--- config.mk ---
export PLATFORM = sky130hd
export DESIGN_NAME = ecpm_port
export DESIGN_NICKNAME = d
export VERILOG_FILES = /design/src/design/ecpm_pkg.sv /design/src/design/ecpm_fifo.sv /design/src/design/ecpm_port.sv
export VERILOG_INCLUDE_DIRS = /design/src /design/src/design
export SDC_FILE = /design/constraint.sdc
export NUM_CORES = 1
export LEC_CHECK = 0
export ABC_AREA = 1
export BUFFER_PORTS_ARGS = -buffer_cell sky130_fd_sc_hd__buf_4
export CORE_MARGIN = 2
export CORE_UTILIZATION = 45
export DETAILED_ROUTE_END_ITERATION = 7
export GPL_ROUTABILITY_DRIVEN = 0
export MAX_ROUTING_LAYER = met4
export PLACE_DENSITY = 0.58
export SYNTH_ARGS = -nofsm -noshare
export SYNTH_HDL_FRONTEND = slang
export SYNTH_SLANG_ARGS = --single-unit
--- constraint.sdc ---
create_clock -name i_clk -period 8.5 [get_ports i_clk]
set_clock_uncertainty 0.15 [all_clocks]
set_input_delay 0.425 -clock i_clk [delete_from_list [all_inputs] [get_ports i_clk]]
set_output_delay 0.425 -clock i_clk [all_outputs]
set_load 0.05 [all_outputs]
--- src/design/ecpm_regs.svh ---
// register offsets, field positions, reset values and timing counts of the port
`ifndef ECPM_REGS_SVH
`define ECPM_REGS_SVH

// ----------------------------------------
// register offsets
// ----------------------------------------
`define ECPM_A_DATA      11'h000
`define ECPM_A_DSR       11'h001
`define ECPM_A_DCR       11'h002
`define ECPM_A_FIFO      11'h400
`define ECPM_A_CFGB      11'h401
`define ECPM_A_ECR       11'h402

// ----------------------------------------
// field positions
// ----------------------------------------
`define ECPM_ECR_MODE_HI 7
`define ECPM_ECR_MODE_LO 5
`define ECPM_DCR_STROBE  0
`define ECPM_DCR_AUTO_LINEFEED_BIT  1
`define ECPM_DCR_NINIT   2
`define ECPM_DCR_SELIN   3
`define ECPM_DCR_DIR     5

// ----------------------------------------
// values and sizes
// ----------------------------------------
`define ECPM_CFGA_VAL    8'h10
`define ECPM_DCR_RST     5'h00
`define ECPM_ECR_LO_RST  3'h1
`define ECPM_FIFO_DEPTH  5'h10
`define ECPM_FIFO_AW     4

// ----------------------------------------
// timing: strobe setup and width
// ----------------------------------------
`define ECPM_CLK_NS      8
`define ECPM_STB_NS      500
`define ECPM_STB_CYC     ((`ECPM_STB_NS + `ECPM_CLK_NS - 1) / `ECPM_CLK_NS)

`endif
--- src/design/ecpm_pkg.sv ---
// types shared by the parallel port mode control files
package ecpm_pkg;

  typedef enum logic [2:0] {
    ECPM_SPP   = 3'b000,
    ECPM_PS2   = 3'b001,
    ECPM_CFIFO = 3'b010,
    ECPM_ECP   = 3'b011,
    ECPM_EPP   = 3'b100,
    ECPM_RSVD  = 3'b101,
    ECPM_TEST  = 3'b110,
    ECPM_CFG   = 3'b111
  } ecpm_mode_e;

  typedef enum logic [3:0] {
    ST_IDLE    = 4'b0000,
    ST_C_SETUP = 4'b0001,
    ST_C_STB   = 4'b0010,
    ST_C_BUSY  = 4'b0011,
    ST_F_SETUP = 4'b0100,
    ST_F_STB   = 4'b0101,
    ST_F_REL   = 4'b0110,
    ST_R_READY = 4'b0111,
    ST_R_ACK   = 4'b1000,
    ST_R_REP   = 4'b1001
  } ecpm_state_e;

endpackage

--- src/design/ecpm_fifo.sv ---
// byte queue with a command tag bit, show-ahead head, honest full and empty
`timescale 1ns/100ps
`default_nettype none
`include "ecpm_regs.svh"

module ecpm_fifo (
  input  wire logic       i_clk,
  input  wire logic       i_rstn,
  input  wire logic       i_clr,
  input  wire logic       i_push,
  input  wire logic [8:0] i_wdata,
  input  wire logic       i_pop,
  output logic      [8:0] o_head,
  output logic            o_full,
  output logic            o_empty,
  output logic      [4:0] o_count
);

  logic [8:0]               mem [0:15];
  logic [`ECPM_FIFO_AW-1:0] wr_ptr_reg;
  logic [`ECPM_FIFO_AW-1:0] rd_ptr_reg;
  logic [4:0]               cnt_reg;

  // push into a full queue and pop from an empty one are dropped
  wire logic do_push = i_push && !o_full;
  wire logic do_pop  = i_pop && !o_empty;

  assign o_full  = (cnt_reg == `ECPM_FIFO_DEPTH);
  assign o_empty = (cnt_reg == 5'h00);
  assign o_count = cnt_reg;
  assign o_head  = mem[rd_ptr_reg];

  // storage has no reset; only the pointers define the contents
  always_ff @(posedge i_clk) begin
    if (do_push) begin
      mem[wr_ptr_reg] <= i_wdata;
    end
  end

  // pointers and occupancy, clear wins over both sides
  always_ff @(posedge i_clk or negedge i_rstn) begin
    if (!i_rstn) begin
      wr_ptr_reg <= 4'h0;
      rd_ptr_reg <= 4'h0;
      cnt_reg    <= 5'h00;
    end else if (i_clr) begin
      wr_ptr_reg <= 4'h0;
      rd_ptr_reg <= 4'h0;
      cnt_reg    <= 5'h00;
    end else begin
      if (do_push) wr_ptr_reg <= wr_ptr_reg + 4'h1;
      if (do_pop) rd_ptr_reg <= rd_ptr_reg + 4'h1;
      cnt_reg <= cnt_reg + {4'h0, do_push} - {4'h0, do_pop};
    end
  end

endmodule

`default_nettype wire

--- src/design/ecpm_port.sv ---
// parallel port mode field, queue control and automatic handshakes
`timescale 1ns/100ps
`default_nettype none
`include "ecpm_regs.svh"

module ecpm_port import ecpm_pkg::*; (
  input  wire logic        i_clk,
  input  wire logic        i_rstn,
  input  wire logic [10:0] i_addr,
  input  wire logic        i_wr,
  input  wire logic        i_rd,
  input  wire logic [7:0]  i_wdata,
  output logic      [7:0]  o_rdata,
  input  wire logic        i_epp_enable,
  input  wire logic        i_irq_level,
  input  wire logic [7:0]  i_pd_i,
  output logic      [7:0]  o_pd_o,
  output logic             o_pd_oe,
  input  wire logic        i_busy,
  input  wire logic        i_nack,
  input  wire logic        i_perror,
  input  wire logic        i_select,
  input  wire logic        i_nfault,
  output logic             o_nstrobe_o,
  output logic             o_nstrobe_oe,
  output logic             o_nautofd_o,
  output logic             o_nautofd_oe,
  output logic             o_ninit_o,
  output logic             o_ninit_oe,
  output logic             o_nselectin_o,
  output logic             o_nselectin_oe,
  output logic             o_epp_active
);

  // ----------------------------------------
  // pin synchronisers
  // ----------------------------------------
  logic [13:0] sync1_reg;
  logic [13:0] sync2_reg;

  // first stage feeds only the second stage
  always_ff @(posedge i_clk or negedge i_rstn) begin
    if (!i_rstn) begin
      sync1_reg <= 14'h0000;
      sync2_reg <= 14'h0000;
    end else begin
      sync1_reg <= {i_irq_level, i_nfault, i_select, i_perror, i_nack, i_busy, i_pd_i};
      sync2_reg <= sync1_reg;
    end
  end

  wire logic [7:0] pd_s     = sync2_reg[7:0];
  wire logic       busy_s   = sync2_reg[8];
  wire logic       nack_s   = sync2_reg[9];
  wire logic       perror_s = sync2_reg[10];
  wire logic       select_s = sync2_reg[11];
  wire logic       nfault_s = sync2_reg[12];
  wire logic       irq_s    = sync2_reg[13];

  // ----------------------------------------
  // registers and state
  // ----------------------------------------
  ecpm_mode_e  mode_reg;
  ecpm_mode_e  pend_reg;
  ecpm_state_e state_reg;
  ecpm_state_e state_next;
  logic        leave_reg;
  logic        dir_reg;
  logic [4:0]  dcr_reg;
  logic [2:0]  ecr_lo_reg;
  logic [7:0]  data_reg;
  logic [7:0]  last_reg;
  logic [7:0]  tmr_reg;
  logic [7:0]  tmr_next;
  logic [7:0]  tx_reg;
  logic [7:0]  tx_next;
  logic        hack_reg;
  logic        hack_next;
  logic [7:0]  rx_reg;
  logic [7:0]  rx_next;
  logic        rxcmd_reg;
  logic        rxcmd_next;
  logic [6:0]  rle_reg;
  logic [6:0]  rle_next;
  logic        rlev_reg;
  logic        rlev_next;
  logic [6:0]  rep_reg;
  logic [6:0]  rep_next;
  logic        fsm_push;
  logic        fsm_pop;
  logic [7:0]  rdata_next;
  logic [8:0]  fifo_head;
  logic        fifo_full;
  logic        fifo_empty;
  logic [4:0]  fifo_cnt;

  // ----------------------------------------
  // mode and address decode
  // ----------------------------------------
  ecpm_mode_e  new_mode;
  assign new_mode = ecpm_mode_e'(i_wdata[`ECPM_ECR_MODE_HI:`ECPM_ECR_MODE_LO]);
  wire logic is_spp    = (mode_reg == ECPM_SPP);
  wire logic is_ps2    = (mode_reg == ECPM_PS2);
  wire logic is_cfifo  = (mode_reg == ECPM_CFIFO);
  wire logic is_ecp    = (mode_reg == ECPM_ECP);
  wire logic is_test   = (mode_reg == ECPM_TEST);
  wire logic is_cfg    = (mode_reg == ECPM_CFG);
  wire logic cur_basic = is_spp || is_ps2;
  wire logic new_basic = (new_mode == ECPM_SPP) || (new_mode == ECPM_PS2);
  wire logic fwd_ecp   = is_ecp && !dir_reg;
  wire logic rev_ecp   = is_ecp && dir_reg;
  wire logic xfer_run  = (is_cfifo || is_ecp) && !leave_reg;
  wire logic wr_data   = i_wr && (i_addr == `ECPM_A_DATA);
  wire logic wr_dcr    = i_wr && (i_addr == `ECPM_A_DCR);
  wire logic wr_fifo   = i_wr && (i_addr == `ECPM_A_FIFO);
  wire logic wr_ecr    = i_wr && (i_addr == `ECPM_A_ECR);
  wire logic rd_fifo   = i_rd && (i_addr == `ECPM_A_FIFO);
  // reserved code refused; extended modes return only to basic ones
  wire logic ecr_legal = wr_ecr && (new_mode != ECPM_RSVD) && (cur_basic || new_basic);
  wire logic leave_go  = ecr_legal && new_basic && (is_cfifo || is_ecp);
  // command port writes count only in forward ECP, data port in 010, forward ECP and test mode
  wire logic cmd_push  = wr_data && fwd_ecp;
  wire logic host_push = (wr_fifo && (is_cfifo || fwd_ecp || is_test)) || cmd_push;
  wire logic host_pop  = rd_fifo && (rev_ecp || is_test);
  wire logic fifo_clr  = is_spp || (leave_reg && rev_ecp);
  wire logic fifo_push = host_push || fsm_push;
  wire logic fifo_pop  = host_pop || fsm_pop;
  wire logic [8:0] fifo_wdata = fsm_push ? {1'b0, rx_reg} : {cmd_push, i_wdata};
  assign o_epp_active = (mode_reg == ECPM_EPP) && i_epp_enable;

  ecpm_fifo u_fifo (
    .i_clk   (i_clk),
    .i_rstn  (i_rstn),
    .i_clr   (fifo_clr),
    .i_push  (fifo_push),
    .i_wdata (fifo_wdata),
    .i_pop   (fifo_pop),
    .o_head  (fifo_head),
    .o_full  (fifo_full),
    .o_empty (fifo_empty),
    .o_count (fifo_cnt)
  );

  // ----------------------------------------
  // software registers
  // ----------------------------------------
  // a leave takes two steps so the controls idle before the new mode
  always_ff @(posedge i_clk or negedge i_rstn) begin
    if (!i_rstn) begin
      mode_reg   <= ECPM_SPP;
      pend_reg   <= ECPM_SPP;
      leave_reg  <= 1'b0;
      dir_reg    <= 1'b0;
      dcr_reg    <= `ECPM_DCR_RST;
      ecr_lo_reg <= `ECPM_ECR_LO_RST;
      data_reg   <= 8'h00;
      last_reg   <= 8'h00;
    end else begin
      if (leave_reg) begin
        mode_reg  <= pend_reg;
        leave_reg <= 1'b0;
      end else if (leave_go) begin
        pend_reg  <= new_mode;
        leave_reg <= 1'b1;
      end else if (ecr_legal) begin
        mode_reg <= new_mode;
      end
      if (wr_ecr) ecr_lo_reg <= i_wdata[4:2];
      if (wr_dcr) dcr_reg <= i_wdata[4:0];
      if (wr_dcr && is_ps2) dir_reg <= i_wdata[`ECPM_DCR_DIR];
      if (wr_data && !is_ecp) data_reg <= i_wdata;
      if (host_pop && !fifo_empty) last_reg <= fifo_head[7:0];
    end
  end

  // ----------------------------------------
  // read data
  // ----------------------------------------
  // an empty queue read in test mode returns the last byte again
  always_comb begin
    rdata_next = 8'h00;
    case (i_addr)
      `ECPM_A_DATA: rdata_next = is_ps2 ? pd_s : data_reg;
      `ECPM_A_DSR:  rdata_next = {~busy_s, nack_s, perror_s, select_s, nfault_s, 3'h0};
      `ECPM_A_DCR:  rdata_next = {2'h0, dir_reg, dcr_reg};
      `ECPM_A_FIFO: rdata_next = is_cfg ? `ECPM_CFGA_VAL : (fifo_empty ? last_reg : fifo_head[7:0]);
      `ECPM_A_CFGB: rdata_next = is_cfg ? {1'b0, irq_s, 6'h00} : 8'h00;
      `ECPM_A_ECR:  rdata_next = {mode_reg, ecr_lo_reg, fifo_full, fifo_empty};
      default:      rdata_next = 8'h00;
    endcase
  end

  always_ff @(posedge i_clk or negedge i_rstn) begin
    if (!i_rstn) begin
      o_rdata <= 8'h00;
    end else if (i_rd) begin
      o_rdata <= rdata_next;
    end
  end

  // ----------------------------------------
  // automatic handshake
  // ----------------------------------------
  always_comb begin
    state_next = state_reg;
    tmr_next   = (tmr_reg == 8'h00) ? 8'h00 : tmr_reg - 8'h01;
    tx_next    = tx_reg;
    hack_next  = hack_reg;
    rx_next    = rx_reg;
    rxcmd_next = rxcmd_reg;
    rle_next   = rle_reg;
    rlev_next  = rlev_reg;
    rep_next   = rep_reg;
    fsm_push   = 1'b0;
    fsm_pop    = 1'b0;
    if (!xfer_run) begin
      state_next = ST_IDLE;
      rlev_next  = 1'b0;
    end else begin
      case (state_reg)
        ST_IDLE: begin
          if (is_cfifo && !fifo_empty && !busy_s) begin
            fsm_pop    = 1'b1;
            tx_next    = fifo_head[7:0];
            tmr_next   = 8'(`ECPM_STB_CYC);
            state_next = ST_C_SETUP;
          end else if (fwd_ecp && !fifo_empty) begin
            fsm_pop    = 1'b1;
            tx_next    = fifo_head[7:0];
            hack_next  = !fifo_head[8];
            state_next = ST_F_SETUP;
          end else if (rev_ecp && !fifo_full) begin
            state_next = ST_R_READY;
          end
        end
        ST_C_SETUP: begin
          if (tmr_reg == 8'h00) begin
            tmr_next   = 8'(`ECPM_STB_CYC);
            state_next = ST_C_STB;
          end
        end
        ST_C_STB:   if (tmr_reg == 8'h00) state_next = ST_C_BUSY;
        ST_C_BUSY:  if (!busy_s) state_next = ST_IDLE;
        ST_F_SETUP: if (!busy_s) state_next = ST_F_STB;
        ST_F_STB:   if (busy_s) state_next = ST_F_REL;
        ST_F_REL:   state_next = ST_IDLE;
        ST_R_READY: begin
          if (!nack_s) begin
            rx_next    = pd_s;
            rxcmd_next = !busy_s;
            state_next = ST_R_ACK;
          end
        end
        ST_R_ACK: begin
          if (nack_s) begin
            state_next = ST_IDLE;
            if (rxcmd_reg) begin
              // channel addresses in reverse are dropped
              if (!rx_reg[7]) begin
                rle_next  = rx_reg[6:0];
                rlev_next = 1'b1;
              end
            end else begin
              fsm_push  = 1'b1;
              rlev_next = 1'b0;
              if (rlev_reg && (rle_reg != 7'h00)) begin
                rep_next   = rle_reg;
                state_next = ST_R_REP;
              end
            end
          end
        end
        ST_R_REP: begin
          // repeats stall on a full queue until the host reads
          if (!fifo_full) begin
            fsm_push = 1'b1;
            rep_next = rep_reg - 7'h01;
            if (rep_reg == 7'h01) state_next = ST_IDLE;
          end
        end
        default: state_next = ST_IDLE;
      endcase
    end
  end

  always_ff @(posedge i_clk or negedge i_rstn) begin
    if (!i_rstn) begin
      state_reg <= ST_IDLE;
      tmr_reg   <= 8'h00;
      tx_reg    <= 8'h00;
      hack_reg  <= 1'b1;
      rx_reg    <= 8'h00;
      rxcmd_reg <= 1'b0;
      rle_reg   <= 7'h00;
      rlev_reg  <= 1'b0;
      rep_reg   <= 7'h00;
    end else begin
      state_reg <= state_next;
      tmr_reg   <= tmr_next;
      tx_reg    <= tx_next;
      hack_reg  <= hack_next;
      rx_reg    <= rx_next;
      rxcmd_reg <= rxcmd_next;
      rle_reg   <= rle_next;
      rlev_reg  <= rlev_next;
      rep_reg   <= rep_next;
    end
  end

  // ----------------------------------------
  // pin drive
  // ----------------------------------------
  // registered so a state change cannot glitch a handshake line
  wire logic stb_low  = (state_reg == ST_C_STB) || (state_reg == ST_F_STB);
  wire logic fsm_afd  = rev_ecp ? (state_reg != ST_R_READY) : (fwd_ecp ? hack_reg : 1'b1);
  wire logic nstb_v   = leave_reg ? 1'b1 : (xfer_run ? !stb_low : !dcr_reg[`ECPM_DCR_STROBE]);
  wire logic nafd_v   = leave_reg ? 1'b1 : (xfer_run ? fsm_afd : !dcr_reg[`ECPM_DCR_AUTO_LINEFEED_BIT]);
  wire logic ninit_v  = leave_reg ? 1'b1 : dcr_reg[`ECPM_DCR_NINIT];
  wire logic nsel_v   = leave_reg ? 1'b1 : !dcr_reg[`ECPM_DCR_SELIN];
  // direction ignored in 000 and 010
  wire logic pd_oe_v  = !(dir_reg && !is_spp && !is_cfifo);
  wire logic [7:0] pd_v = (is_cfifo || fwd_ecp) ? tx_reg : data_reg;

  // open-collector in 000 drives only the low level
  always_ff @(posedge i_clk or negedge i_rstn) begin
    if (!i_rstn) begin
      o_pd_o         <= 8'h00;
      o_pd_oe        <= 1'b1;
      o_nstrobe_o    <= 1'b1;
      o_nstrobe_oe   <= 1'b0;
      o_nautofd_o    <= 1'b1;
      o_nautofd_oe   <= 1'b0;
      o_ninit_o      <= 1'b0;
      o_ninit_oe     <= 1'b1;
      o_nselectin_o  <= 1'b1;
      o_nselectin_oe <= 1'b0;
    end else begin
      o_pd_o         <= pd_v;
      o_pd_oe        <= pd_oe_v;
      o_nstrobe_o    <= nstb_v;
      o_nstrobe_oe   <= is_spp ? !nstb_v : 1'b1;
      o_nautofd_o    <= nafd_v;
      o_nautofd_oe   <= is_spp ? !nafd_v : 1'b1;
      o_ninit_o      <= ninit_v;
      o_ninit_oe     <= is_spp ? !ninit_v : 1'b1;
      o_nselectin_o  <= nsel_v;
      o_nselectin_oe <= is_spp ? !nsel_v : 1'b1;
    end
  end

  // ----------------------------------------
  // assertions
  // ----------------------------------------
  chk_full_flag: assert property (@(posedge i_clk) disable iff (!i_rstn)
    fifo_full == (fifo_cnt == `ECPM_FIFO_DEPTH)) else $error("full flag wrong");
  chk_empty_flag: assert property (@(posedge i_clk) disable iff (!i_rstn)
    fifo_empty == (fifo_cnt == 5'h00)) else $error("empty flag wrong");
  chk_spp_clear: assert property (@(posedge i_clk) disable iff (!i_rstn)
    is_spp |=> fifo_empty && !fifo_full) else $error("queue not cleared in 000");
  chk_oc_drive: assert property (@(posedge i_clk) disable iff (!i_rstn)
    $past(is_spp) |-> !(o_nstrobe_oe && o_nstrobe_o) && !(o_ninit_oe && o_ninit_o))
    else $error("control driven high in 000");
  chk_mode_lock: assert property (@(posedge i_clk) disable iff (!i_rstn)
    (wr_ecr && !cur_basic && !new_basic && !leave_reg) |=> mode_reg == $past(mode_reg))
    else $error("illegal mode change taken");
  chk_dir_lock: assert property (@(posedge i_clk) disable iff (!i_rstn)
    !is_ps2 |=> dir_reg == $past(dir_reg)) else $error("direction moved outside 001");
  chk_leave_idle: assert property (@(posedge i_clk) disable iff (!i_rstn)
    leave_reg |=> o_nstrobe_o && o_nautofd_o && o_ninit_o && o_nselectin_o)
    else $error("controls not idle on leave");
  chk_rev_afd: assert property (@(posedge i_clk) disable iff (!i_rstn)
    (leave_reg && rev_ecp) |=> o_nautofd_o && fifo_empty) else $error("reverse leave not clean");
  chk_cfga_read: assert property (@(posedge i_clk) disable iff (!i_rstn)
    (i_rd && is_cfg && i_addr == `ECPM_A_FIFO) |=> o_rdata == `ECPM_CFGA_VAL)
    else $error("config A read wrong");
  chk_test_quiet: assert property (@(posedge i_clk) disable iff (!i_rstn)
    is_test |-> state_reg == ST_IDLE && !fsm_pop) else $error("handshake in test mode");
  chk_ps2_read: assert property (@(posedge i_clk) disable iff (!i_rstn)
    (i_rd && is_ps2 && i_addr == `ECPM_A_DATA) |=> o_rdata == $past(pd_s))
    else $error("data read not from pins");

endmodule

`default_nettype wire

; Word level (Yosys, flattened, before mapping)
; Memory sizes are Yosys's and may differ from the RTL's.
; Cells that the tools add are included.
[totals]
register_bits = 143
mem_bits_rw = 144
input_bits = 38
word_cells = 240
mem_count = 1
[classes]
add_sub_neg = 6
n_eq_ne = 42
mux = 73
bitwise = 5
n_reduce_logical = 80
[memory_table]
columns = name, words, word_bits, rd, rd_ports_with_merged_regs, wr, line
row1 = u_fifo.mem, 16, 9, 1, 0, 1, ecpm_fifo.sv:19  ; logic [8:0] mem [0:15];
[ops]
columns = operator, count
row1 = 2-to-1 mux 8 bit, 10
row2 = 2-to-1 mux 4 bit, 19
row3 = one-hot mux 8 bit (6 select lines), 1
row4 = one-hot mux 4 bit (9 select lines), 1
row5 = 2-to-1 mux 7 bit, 5
row6 = == test 11 bit (second input constant), 3
row7 = inequality test 3 bit (second input constant), 11
row8 = logical AND 1 bit, 29
row9 = 2-to-1 mux 1 bit, 29
row10 = zero test 1 bit, 18
row11 = one-hot mux 8 bit (2 select lines), 1
row12 = one-hot mux 7 bit (2 select lines), 1
row13 = == test 4 x 3 -> 1 bit (second input constant), 3
row14 = logical OR 1 bit, 12
row15 = inequality test 2 bit (second input constant), 6
row16 = == test 11 x 1 -> 1 bit (second input constant), 1
row17 = == test 11 x 2 -> 1 bit (second input constant), 1
row18 = zero test 11 bit, 1
row19 = AND reduction 10 bit, 1
row20 = nonzero test 2 bit, 5
row21 = == test 3 bit (second input constant), 3
row22 = 2-to-1 mux 3 bit, 3
row23 = 2-to-1 mux 9 bit, 1
row24 = AND reduction 3 bit, 3
row25 = 27 further kinds, 38

; Depth between registers and ports, before layout
; Gate-level depths: netlist of the first run.
[logic_depth]
depth_word = 11
depth_mapped = 19

; Cells and area by module
; Synthesis of the first run repeated with hierarchy kept, for this count alone.
[hier_totals]
hier_cells = 1438
area_unflattened_um2 = 12971.2
[modules_own_cells]
columns = mod, instances, cells_each, area_each_um2, seq_area_each_um2
row1 = ecpm_fifo, 1, 688, 6924.1, 4649.5
row2 = ecpm_port, 1, 750, 6047.0, 3261.9

; Worst setup path after synthesis of the first run
; Ideal clock, no wire load.
[synth_path]
kind = reg-to-reg
startpoint = reg u_fifo.cnt_reg[3] (netlist: u_fifo.o_count[3])
endpoint = reg u_fifo.cnt_reg[4] (netlist: u_fifo.o_count[4])
setup_ps = 125
arrival_time_ps = 2623
required_time_ps = 8225
path_slack_ps = 5602
stages_incl_launch_ff = 20
cell_sequence = dfrtp_1 -> inv_1 -> ha_1 -> nand4_1 -> buf_2 -> nand2_1 -> nand2_1 -> nand2_2 -> nand2_2 -> ha_1 -> inv_1 -> ha_1 -> inv_1 -> fa_1 -> inv_1 -> nand2_1 -> a21oi_1 -> nor2_1 -> xor2_1 -> nor2_1
[synth_between]
elab_chain_cells = 11
[synth_lines]
columns = element, line
row1 = "start, declared", ecpm_fifo.sv:22  ; logic [4:0] cnt_reg;
row2 = "start signal, assigned", ecpm_fifo.sv:53  ; cnt_reg <= cnt_reg + {4'h0, do_push} - {4'h0, do_pop};
row3 = branches (longest 9 deep; another with adder 5 x 1 -> 5 bit), -
row4 = subtractor 5 x 1 -> 5 bit *, ecpm_fifo.sv:53
row5 = 2-to-1 mux 5 bit *, ecpm_fifo.sv:46  ; end else if (i_clr) begin
; Mark *: on every way between the ends.
; A chain may end at the register's enable or synchronous reset.

; Worst setup path in the final report of the first run
[layout_path]
startpoint = reg mode_reg[2]
endpoint = reg u_fifo.cnt_reg[4] (netlist: u_fifo.o_count[4])
[layout_between]
elab_chain_cells = 11
[layout_lines]
columns = element, line
row1 = "start, declared", ecpm_port.sv:63  ; ecpm_mode_e mode_reg;
row2 = "start signal, assigned", ecpm_port.sv:160  ; mode_reg <= pend_reg;
row3 = "start signal, assigned", ecpm_port.sv:166  ; mode_reg <= new_mode;
row4 = == test 3 x 2 -> 1 bit, ecpm_port.sv:105  ; wire logic is_ecp = (mode_reg == ECPM_ECP);
row5 = logical AND 1 bit, ecpm_port.sv:110  ; wire logic fwd_ecp = is_ecp && !dir_reg;
row6 = logical OR 1 bit or logical AND 1 bit (tied branches), "ecpm_port.sv:123, ecpm_port.sv:227"
row7 = logical OR 1 bit or 2-to-1 mux 1 bit (tied branches), "ecpm_port.sv:123, ecpm_port.sv:227"
row8 = logical AND 1 bit or 2-to-1 mux 1 bit (tied branches), "ecpm_port.sv:123, ecpm_port.sv:222"
row9 = logical OR 1 bit or 2-to-1 mux 1 bit (tied branches), "ecpm_port.sv:123, ecpm_port.sv:220"
row10 = logical OR 1 bit or 2-to-1 mux 1 bit (tied branches), "ecpm_port.sv:126, ecpm_port.sv:216"
row11 = logical AND 1 bit or logical OR 1 bit (tied branches), "ecpm_fifo.sv:25, ecpm_port.sv:127"
row12 = adder 5 x 1 -> 5 bit or logical AND 1 bit (tied branches), "ecpm_fifo.sv:53, ecpm_fifo.sv:26"
row13 = subtractor 5 x 1 -> 5 bit, ecpm_fifo.sv:53
row14 = 2-to-1 mux 5 bit *, ecpm_fifo.sv:46
; Mark *: on every way between the ends. The rest lies on a longest branch, timed or not.

==> impl_results.md, run 1 <==
* Resized Gates After CTS at 0
* I/O Pins at 64
* Mux share of post-synthesis cell area at 0.178%
* WL/cell at 17.7 microns
* Slew Viols, Final at 0
* Fin cells at roughly 1800
* Clock sink count at 287
* Synth area leaders: edfxtp_1 34%, dfrtp_1 27%, nand2_1 11%
* Via density at a little over 5
* Min-Delay Path Class: in -> reg
* Synth area leader: edfxtp_1
* Placed Cells at 1722
* WL final at 32000 microns
* Critical path origin: mode_reg[2]
* Max_slew headroom at 34.7%
* First-pass GRT wire length at 49300 microns
* Synth-to-layout area growth at 16.4%
* Synth Area in Adders at 1.64%
* Share of flip-flops with an asynchronous set or reset at 49.8%
* Xor-xnor portion of the synthesized cell area at 0.829%
* Worst Min Path Start: i_addr[8]
* Multi-input combinational cell area at a little over 4000 sq um
* Post-CTS Setup Bufs at 0
* Core area at approximately 28000 sq um
* Maximum clock rate at 0.283 GHz
* RSZ-0062 raised after global routing: no
* Leak at roughly 0.0065 uW
* Detailed-route via count at 9155
* Die Area at about 30000 sq um
* Post-CTS Hold Fix Bufs at 24
* Fin Setup TNS at 0 ns
* Synth top cells by count: 356 x nand2_1, 144 x edfxtp_1, 136 x dfrtp_1, 123 x nor2_1, 116 x inv_1
* Run status: completed
* CP endpoint kind: flop
* Vias in the first global route at 8703
* Maximum clock path buffer count at 3
* Post-synth EDFFs at 144
* Port Buf Inserts at 63
* PwrDens at 199 nW/um^2
* Main flop type after synthesis: edfxtp_1
* Aggregate global routing overflow at 0
* Seq/Total Area, Yosys at 62.4%
* Die height at 172 microns
* Max reg flops at between 100 and 150
* Initial antenna violation count at 0
* Share of layout cells above drive strength 1 at between 10% and 20%
* Synth top area share at 34.1%
* Synth cell types at 44
* CTS Root Cell: clkbuf_16
* CP required at between 8 and 9 ns
* Max-cap violations at 0
* CTS H-tree depth at 1
* TritonCTS clock tree: yes
* DRC violations left at 0
* Critical path type: reg -> reg
* Syn Inst Count at 1312
* Area fraction in compound gates after synthesis at about 8.6%
* Largest net degree at the start of global routing at 77
* Clock insertion delay at the later pin of the skew report at 0.58 ns
* Antenna Cells at 0
* Initial DRT Pass Iterations at 5
* Row cnt at 61
* FF/Latch Area at 7910 sq um
* Final setup fails at 0
* Drt initial violations at approximately 860
* Top-count cell post-synth: nand2_1
* Peak supply drop at 0.000170 V
* CTS buffer count at 31
* Layout Nets at 1455
* Post-Synth Simple-Gate Area at 20.9%
* ANT nets after route at 0
* Slew @ Worst Pin at 0.980 ns
* Gr usage total at 22.7%
* Syn_nets at about 1400
* Final hold violation count at 0
* DP HPWL at roughly 22000 microns
* Initial Util at 45.7%
* Critical Path Start Type: flop
* Die width at roughly 170 microns
* Fill cell count at 2545
* CP max FO at 17
* Reg2reg start: mode_reg[2]
* CTS clock-pin slew for the worst setup and hold paths at 0.06 ns
* Synth Area per Inst at 9.67 sq um
* Post-Syn Area at 12700 sq um
* Crit path time final at 3.53 ns
* Synth Register Bits at 287
* Worst EP arrival at between 3 and 4 ns
* YS warnings at 0
* Largest family of logic cells by synthesized area: simple AND/OR/NAND/NOR gates
* Final critical-path share of the clock period at 41.5%
[worst max-delay path: stages (launching register included)]
cell and delay, ns:
dfrtp_1 0.42, inv_2 0.17, nand2_2 0.08, nor2_4 0.31
inv_2 0.15, nor2_1 0.21, nand2_2 0.25, nand2_2 0.23
ha_1 0.25, inv_1 0.06, ha_1 0.15, inv_1 0.06
fa_1 0.38, inv_1 0.10, nand2_1 0.06, a21oi_1 0.12
nor2_1 0.06, xor2_1 0.13, nor2_1 0.05
[final timing paths]
| kind | to | slack, ns | cells after the start |
|---|---|---|---|
| setup / recovery | u_fifo.o_count[4] | 4.97 | 18 |
| hold / removal | o_rdata[3] | 0.17 | 6 |
| setup reg to reg | u_fifo.o_count[4] | 4.97 | 18 |
| hold reg to reg | sync2_reg[4] | 0.20 | 0 |
| max in group asynchronous | sync1_reg[10] | 6.53 | 3 |
| min in group asynchronous | u_fifo.wr_ptr_reg[1] | 0.31 | 2 |
[layer usage]
layer  GRT usage (%)  vias up  share of wire, %
met5               -        -                 0
met4            5.96        0               2.7
met3            4.21       59               5.7
met2            34.2      199                46
met1            32.0     4390                46
li1                -     4507                 -
[cell usage in the layout, fill, tap and decap left out, drive strengths merged, types with 2 or more instances in the layout]
master | Yosys | layout
nor2 | 135 | 135
buf | 34 | 71
o211ai | 8 | 8
o21ai | 132 | 132
o31ai | 2 | 2
a31oi | 2 | 2
ha | 15 | 15
nor3 | 14 | 14
mux2 | 2 | 2
dfrtp | 136 | 136
clkbuf | 5 | 45
o22ai | 2 | 2
nand3 | 80 | 80
dlygate4sd3 | 0 | 24
inv | 133 | 134
xor2 | 9 | 9
clkinv | 2 | 12
nand4 | 13 | 13
edfxtp | 144 | 144
dfstp | 7 | 7
a21oi | 57 | 57
nand2 | 370 | 370
xnor2 | 3 | 3
[report_power, final]
group	internal (uW)	total, uW	switching (uW)
registers	1470	1480	7.34
logic	45.6	144	98.2
clock network	756	1310	554
[metrics by stage]
step / total power [uW] / hold slack (ns) / worst slack [ns] / area, sq um / utilization (%)
finish: 2930 / 0.167 / 4.97 / 14800 / 53.1
global route: 3030 / 0.200 / 4.66 / 14800 / 53.1
CTS: 2960 / 0.153 / 4.99 / 14800 / 53.1
detailed placement: 1640 / 0.186 / 5.02 / 13500 / 48.7
global placement: 1640 / 0.182 / 5.11 / 13500 / 48.7
floorplan: 1580 / -0.0206 / 5.60 / 12700 / -
[cell type report]
cell class / count / area share [%]
Timing Repair Buffer: 95 / 5.26
Sequential cell: 287 / 53.6
Clock inverter: 13 / 0.704
Tap cell: 378 / 3.20
Clock buffer: 45 / 6.03
Inverter: 135 / 3.47
Multi-Input combinational cell: 851 / 27.7
[logic make-up (layout without fill, tap and decap cells)]
family          count (synthesis)  count (layout)
compound gates                207             207
xor+xnor                       12              12
fa+ha+maj                      16              16
buf+inv                       174             288
flops                         287             287
mux                             2               2
simple gates                  614             614
No activity file was read; power rests on OpenSTA's default activity.
==> inputs of run 2 (changes only) <==
==> constraint.sdc (replaced) <==
create_clock -name i_clk -period 3.6 [get_ports i_clk]
set_clock_uncertainty 0.15 [all_clocks]
set_input_delay 0.18 -clock i_clk [delete_from_list [all_inputs] [get_ports i_clk]]
set_output_delay 0.18 -clock i_clk [all_outputs]
set_load 0.05 [all_outputs]
==> impl_results.md, run 2 (synthesis gave the netlist of run 1 again) <==
* Via density at a little over 5
* Hold path depth at 8
* Clock insertion delay at the later pin of the skew report at 0.57 ns
* CTS buffer count at 31
* Maximum clock rate at 0.299 GHz
* CTS H-tree depth at 1
* Share of layout cells above drive strength 1 at 14.3%
* Fill cell count at 2549
* Fin cells at 1832
* Peak supply drop at 0.000395 V
* Critical path type: in -> reg
* DRC violations left at 0
* TritonCTS clock tree: yes
* Initial antenna violation count at 2
* Hold_ws at about 0.024 ns
* Die Area at 29500 sq um
* Leak at 0.00666 uW
* Core area at 27800 sq um
* Aggregate global routing overflow at 0
* Clock sink count at 287
* Placed Cells at 1746
* Row cnt at 61
* Antenna Cells at 0
* Drt initial violations at 847
* Largest net degree at the start of global routing at 89
* PwrDens at 468 nW/um^2
* Slew @ Worst Pin at 0.920 ns
* Most frequent cells in the layout: 356 x nand2_1, 144 x edfxtp_1, 135 x dfrtp_1
* ANT nets after route at 0
* Crit path time final at about 3.3 ns
* Die width at 172 microns
* Vias in the first global route at 8934
* Synth-to-layout area growth at 18.5%
* Port Buf Inserts at 63
* Gr usage total at a little under a quarter
* Maximum clock path buffer count at 3
* CP max FO at 8
* RSZ-0062 raised after global routing: no
* WL/cell at 17.7 microns
* Slew Viols, Final at 0
* Final hold violation count at 0
* Run status: completed
* Worst EP arrival at 3.63 ns
* Max reg flops at 144
* Most common cell after layout, fill and taps aside: nand2_1
* I/O Pins at 64
* Min-Delay Path Class: in -> reg
* Die height at 172 microns
* First-pass GRT wire length at roughly 50000 microns
* CTS clock-pin slew for the worst setup and hold paths at 0.06 ns
* CTS Root Cell: clkbuf_16
* Final setup fails at 0
* WL final at between 30000 and 40000 microns
* Max-cap violations at 0
* Initial Util at 45.7%
* Design Power at 7030 uW
* Max_slew headroom at 38.6%
* Detailed-route via count at 9449
* DP HPWL at 22000 microns
* Layout Nets at 1483
* Final Core Density at 54.1%
* CP endpoint kind: flop
* Initial DRT Pass Iterations at 5
* Cell count of the worst reg-to-reg path at 18
* Final critical-path share of the clock period at 92.8%
* Fin Setup TNS at 0 ns
* Critical Path Start Type: input port
* CP required at 3.89 ns
-- run 2: cell types whose count changed in the layout (fill, tap and decap cells not counted) --
cell           previous run  this run
buf_12                    0         2
buf_4                    70        93
clkbuf_1                  9        13
clkbuf_16                32        33
clkbuf_8                  4         7
clkinv_1                  5         2
clkinv_2                  7         1
clkinv_4                  0         1
dlygate4sd3_1            24        27
nand2_2                  10         9
nand2_4                   4         5
o21ai_1                  40        45
o21ai_2                   9         4
-- run 2: what timing repair did --
action,4_1_cts,5_1_grt
hold buffers,27,0
endpoints found under the setup margin,0,1
endpoints found under the hold margin,133,0
resized for setup,0,1
setup buffers,0,1
-- run 2: final timing paths --
| kind | from | end | slack (ns) |
|---|---|---|---|
| max in group asynchronous | i_rstn | hack_reg | 2.42 |
| setup reg to reg | u_fifo.o_count[3] | u_fifo.o_count[4] | 0.39 |
| hold / removal | i_addr[10] | o_rdata[5] | 0.02 |
| hold reg to reg | sync1_reg[7] | sync2_reg[7] | 0.20 |
| min in group asynchronous | i_rstn | rep_reg[3] | 0.10 |
| setup / recovery | i_addr[8] | u_fifo.o_count[4] | 0.26 |
-- run 2: area by class of cell --
type | count | area [sq um] | area share (%)
Sequential cell | 287 | 7910 | 52.6
Multi-Input combinational cell | 851 | 4080 | 27.1
Timing Repair Buffer | 123 | 1020 | 6.78
Clock buffer | 53 | 971 | 6.46
Inverter | 135 | 512 | 3.40
Tap cell | 378 | 473 | 3.15
Clock inverter | 5 | 71.3 | 0.474
-- run 2: critical path: stages --
cell,delay (ns)
dlygate4sd3_1,0.53
buf_4,0.13
nor2_1,0.07
dlygate4sd3_1,0.57
inv_2,0.06
nor2_4,0.15
nand2_2,0.13
inv_2,0.15
nand3_1,0.13
nand3_2,0.16
nand2_4,0.10
inv_6,0.11
ha_1,0.18
inv_1,0.06
fa_1,0.37
inv_1,0.10
nand2_1,0.06
a21oi_1,0.15
nor2_1,0.07
xor2_1,0.12
nor2_1,0.05
-- run 2: power breakdown --
group          leakage [uW]  internal, uW  switching [uW]
Clock              0.000504          1900            1280
Combinational       0.00313           122             234
Sequential          0.00302          3480            16.6
Total               0.00666          5500            1530
-- run 2: per-layer routing --
metal / share of wire [%] / global-route usage (%)
met1: 46 / 34.0
met2: 45 / 34.2
met3: 6.5 / 3.09
met4: 2.2 / 5.22
met5: 0 / -
-- run 2: through the flow --
| stage | area [sq um] | setup WS [ns] |
|---|---|---|
| global placement | 13700 | 0.519 |
| CTS | 15000 | 0.197 |
| floorplan | 12700 | 0.702 |
| finish | 15000 | 0.259 |
| global route | 15000 | 0.0157 |
| detailed placement | 13700 | 0.378 |
==> inputs of run 3 (changes only) <==
--- a/config.mk
+++ b/config.mk
@@ -11,7 +11,6 @@
 export CORE_MARGIN = 2
 export CORE_UTILIZATION = 45
 export DETAILED_ROUTE_END_ITERATION = 7
-export GPL_ROUTABILITY_DRIVEN = 0
 export MAX_ROUTING_LAYER = met4
 export PLACE_DENSITY = 0.58
 export SYNTH_ARGS = -nofsm -noshare
==> constraint.sdc (replaced) <==
create_clock -name i_clk -period 3.6 [get_ports i_clk]
set_clock_uncertainty 0.15 [all_clocks]
set_input_delay 0.18 -clock i_clk [delete_from_list [all_inputs] [get_ports i_clk]]
set_output_delay 0.18 -clock i_clk [all_outputs]
set_load 0.02 [all_outputs]
==> impl_results.md, run 3 (synthesis gave the netlist of run 1 again) <==
* Critical Path Start Type: input port
* Antenna Cells at 0
* Largest net degree at the start of global routing at between 100 and 150
* Via density at 5.07
* CTS clock-pin slew for the worst setup and hold paths at 0.06 ns
* Share of layout cells above drive strength 1 at 13.9%
* Post-CTS Setup Bufs at 0
* Max_slew headroom at 31.5%
* Cell count of the worst reg-to-reg path at 18
* PwrDens at 461 nW/um^2
* Gr usage total at 22.9%
* WL final at 32100 microns
* Critical Path, Cell by Cell: dlygate4sd3_1 -> buf_4 -> nor2_1 -> dlygate4sd3_1 -> inv_2 -> nor2_2 -> inv_1 -> nor2_4 -> nand4_4 -> nand2_2 -> ha_1 -> inv_1 -> ha_1 -> inv_1 -> fa_1 -> inv_1 -> nand2_1 -> a21oi_1 -> nor2_1 -> xor2_1 -> nor2_1
* ANT nets after route at 0
* Slew Viols, Final at 0
* Die Area at slightly below 30000 sq um
* Fin Setup TNS at 0 ns
* Worst path most repeated cell: inv_1
* Combinational share of power at 5.1%
* Port Buf Inserts at 63
* Initial antenna violation count at 2
* CTS H-tree depth at 1
* Layout Nets at around 1500
* Die width at 172 microns
* Detailed-route via count at roughly 9300
* R2R setup slack at between 0.5 and 0.6 ns
* Finished Cell Area at 14900 sq um
* Net Sw Frac at 22.0%
* Fill cell count at 2522
* Clk pwr share at 44.2%
* Worst path max stage delay at ~0.57 ns
* Aggregate global routing overflow at 0
* Min-Delay Path Class: in -> reg
* Hold EP: u_fifo.wr_ptr_reg[2]
* Max reg flops at between 100 and 150
* Crit path time final at 3.36 ns
* DP Area at 13700 sq um
* Drt initial violations at 761
* Synth-to-layout area growth at 17.7%
* Worst R2R End: u_fifo.o_count[4]
* Internal at ~5400 uW
* Maximum clock rate at 0.298 GHz
* RSZ-0062 raised after global routing: no
* Core area at about 28000 sq um
* Clock insertion delay at the later pin of the skew report at 0.58 ns
* FF/Latch Area at 7910 sq um
* Sequential share of power at between 50 and 60%
* Critical path type: in -> reg
* Die height at about 170 microns
* Final WS setup at roughly 0.24 ns
* Post-Place Setup Slack at 0.532 ns
* Leak at 0.00660 uW
* Max-cap violations at 0
* Final critical-path share of the clock period at between 90% and 100%
* Vias in the first global route at 8764
* CP max FO at 7
* Initial Util at 45.7%
* Slew @ Worst Pin at 1.03 ns
* Maximum clock path buffer count at 3
* Multi-input combinational cell area at 4070 sq um
* Most common cell after layout, fill and taps aside: nand2_1
* CTS Root Cell: clkbuf_16
* Hold path depth at 5
* Clock sink count at 287
* Worst-path cell with the longest stage delay: dlygate4sd3_1
* CTS buffer count at 31
* Peak supply drop at approximately 0.00052 V
* Net switching power at 1510 uW
* GP Congestion at around 0.88
* DP HPWL at 21900 microns
* Reg2reg start: u_fifo.o_count[3]
* DRC violations left at 0
* Final setup fails at 0
* First-pass GRT wire length at a little under 50000 microns
* Worst Min Path Start: i_wr
* TritonCTS clock tree: yes
* Initial DRT Pass Iterations at 5
* CP required at around 3.9 ns
* WL/cell at about 18 microns
* Final hold violation count at 0
* Row cnt at 61
* Run status: completed
* Worst EP arrival at 3.65 ns
* I/O Pins at 64
* CP endpoint kind: flop
* Most frequent cells in the layout: 356 x nand2_1, 144 x edfxtp_1, 135 x dfrtp_1
run 3: timing repair:
item / CTS / global route
endpoints found under the setup margin: 0 / 1
endpoints found under the hold margin: 148 / 0
hold buffers: 27 / 0
gates resized for setup: 0 / 0
run 3: cell type report:
class | instances | share of cell area, %
clock buffer | 55 | 6.34
timing repair buffer | 120 | 6.60
clock inverter | 3 | 0.226
tap | 378 | 3.17
sequential | 287 | 53.0
inverter | 135 | 3.43
multi-input combinational | 851 | 27.3
run 3: critical path, delay by kind of cell:
| family | cells | cell delay (ns) |
|---|---|---|
| adder cells (fa/ha/maj) | 3 | 0.77 |
| XOR/XNOR | 1 | 0.13 |
| AND/OR/NAND/NOR | 8 | 0.84 |
| buffers and inverters | 8 | 1.59 |
| AO/OA/AOI/OAI | 1 | 0.13 |
run 3: worst max path at each step:
stage | end | start | cells after the start | slack [ns]
floorplan | u_fifo.o_count[4] | u_fifo.o_count[3] | 19 | 0.70
global placement | u_fifo.o_count[4] | u_fifo.o_count[3] | 18 | 0.55
detailed placement | u_fifo.o_count[4] | u_fifo.o_count[3] | 18 | 0.53
CTS | u_fifo.o_count[4] | i_addr[8] | 21 | 0.26
global route | u_fifo.o_count[4] | i_addr[8] | 21 | 0.01
finish | u_fifo.o_count[4] | i_addr[8] | 21 | 0.24
run 3: through the flow:
stage / utilization (%) / hold slack [ns] / power, uW / cells
6_report: 53.7 / 0.0135 / 6880 / 1829
5_1_grt: 53.7 / 0.0521 / 7120 / 1829
4_1_cts: 53.7 / 0.000593 / 6940 / 1829
3_5_place_dp: 49.2 / 0.140 / 3890 / 1744
3_3_place_gp: 49.2 / 0.140 / 3880 / 1744
2_1_floorplan: - / -0.266 / 3710 / 1312
run 3: power by group through the flow:
stage	Clock (uW)	Combinational, uW	Sequential [uW]
detailed placement	0	326	3560
global route	3240	383	3500
CTS	3100	350	3500
global placement	0	326	3560
finish	3040	348	3500
floorplan	0	157	3560
run 3: per-layer routing:
| layer | vias up | global-route usage [%] | wire (microns) |
|---|---|---|---|
| li1 | 4558 | - | - |
| met1 | 4419 | 33.7 | 14900 |
| met2 | 236 | 33.1 | 14300 |
| met3 | 58 | 3.80 | 2070 |
| met4 | 0 | 5.88 | 826 |
| met5 | - | - | 0 |
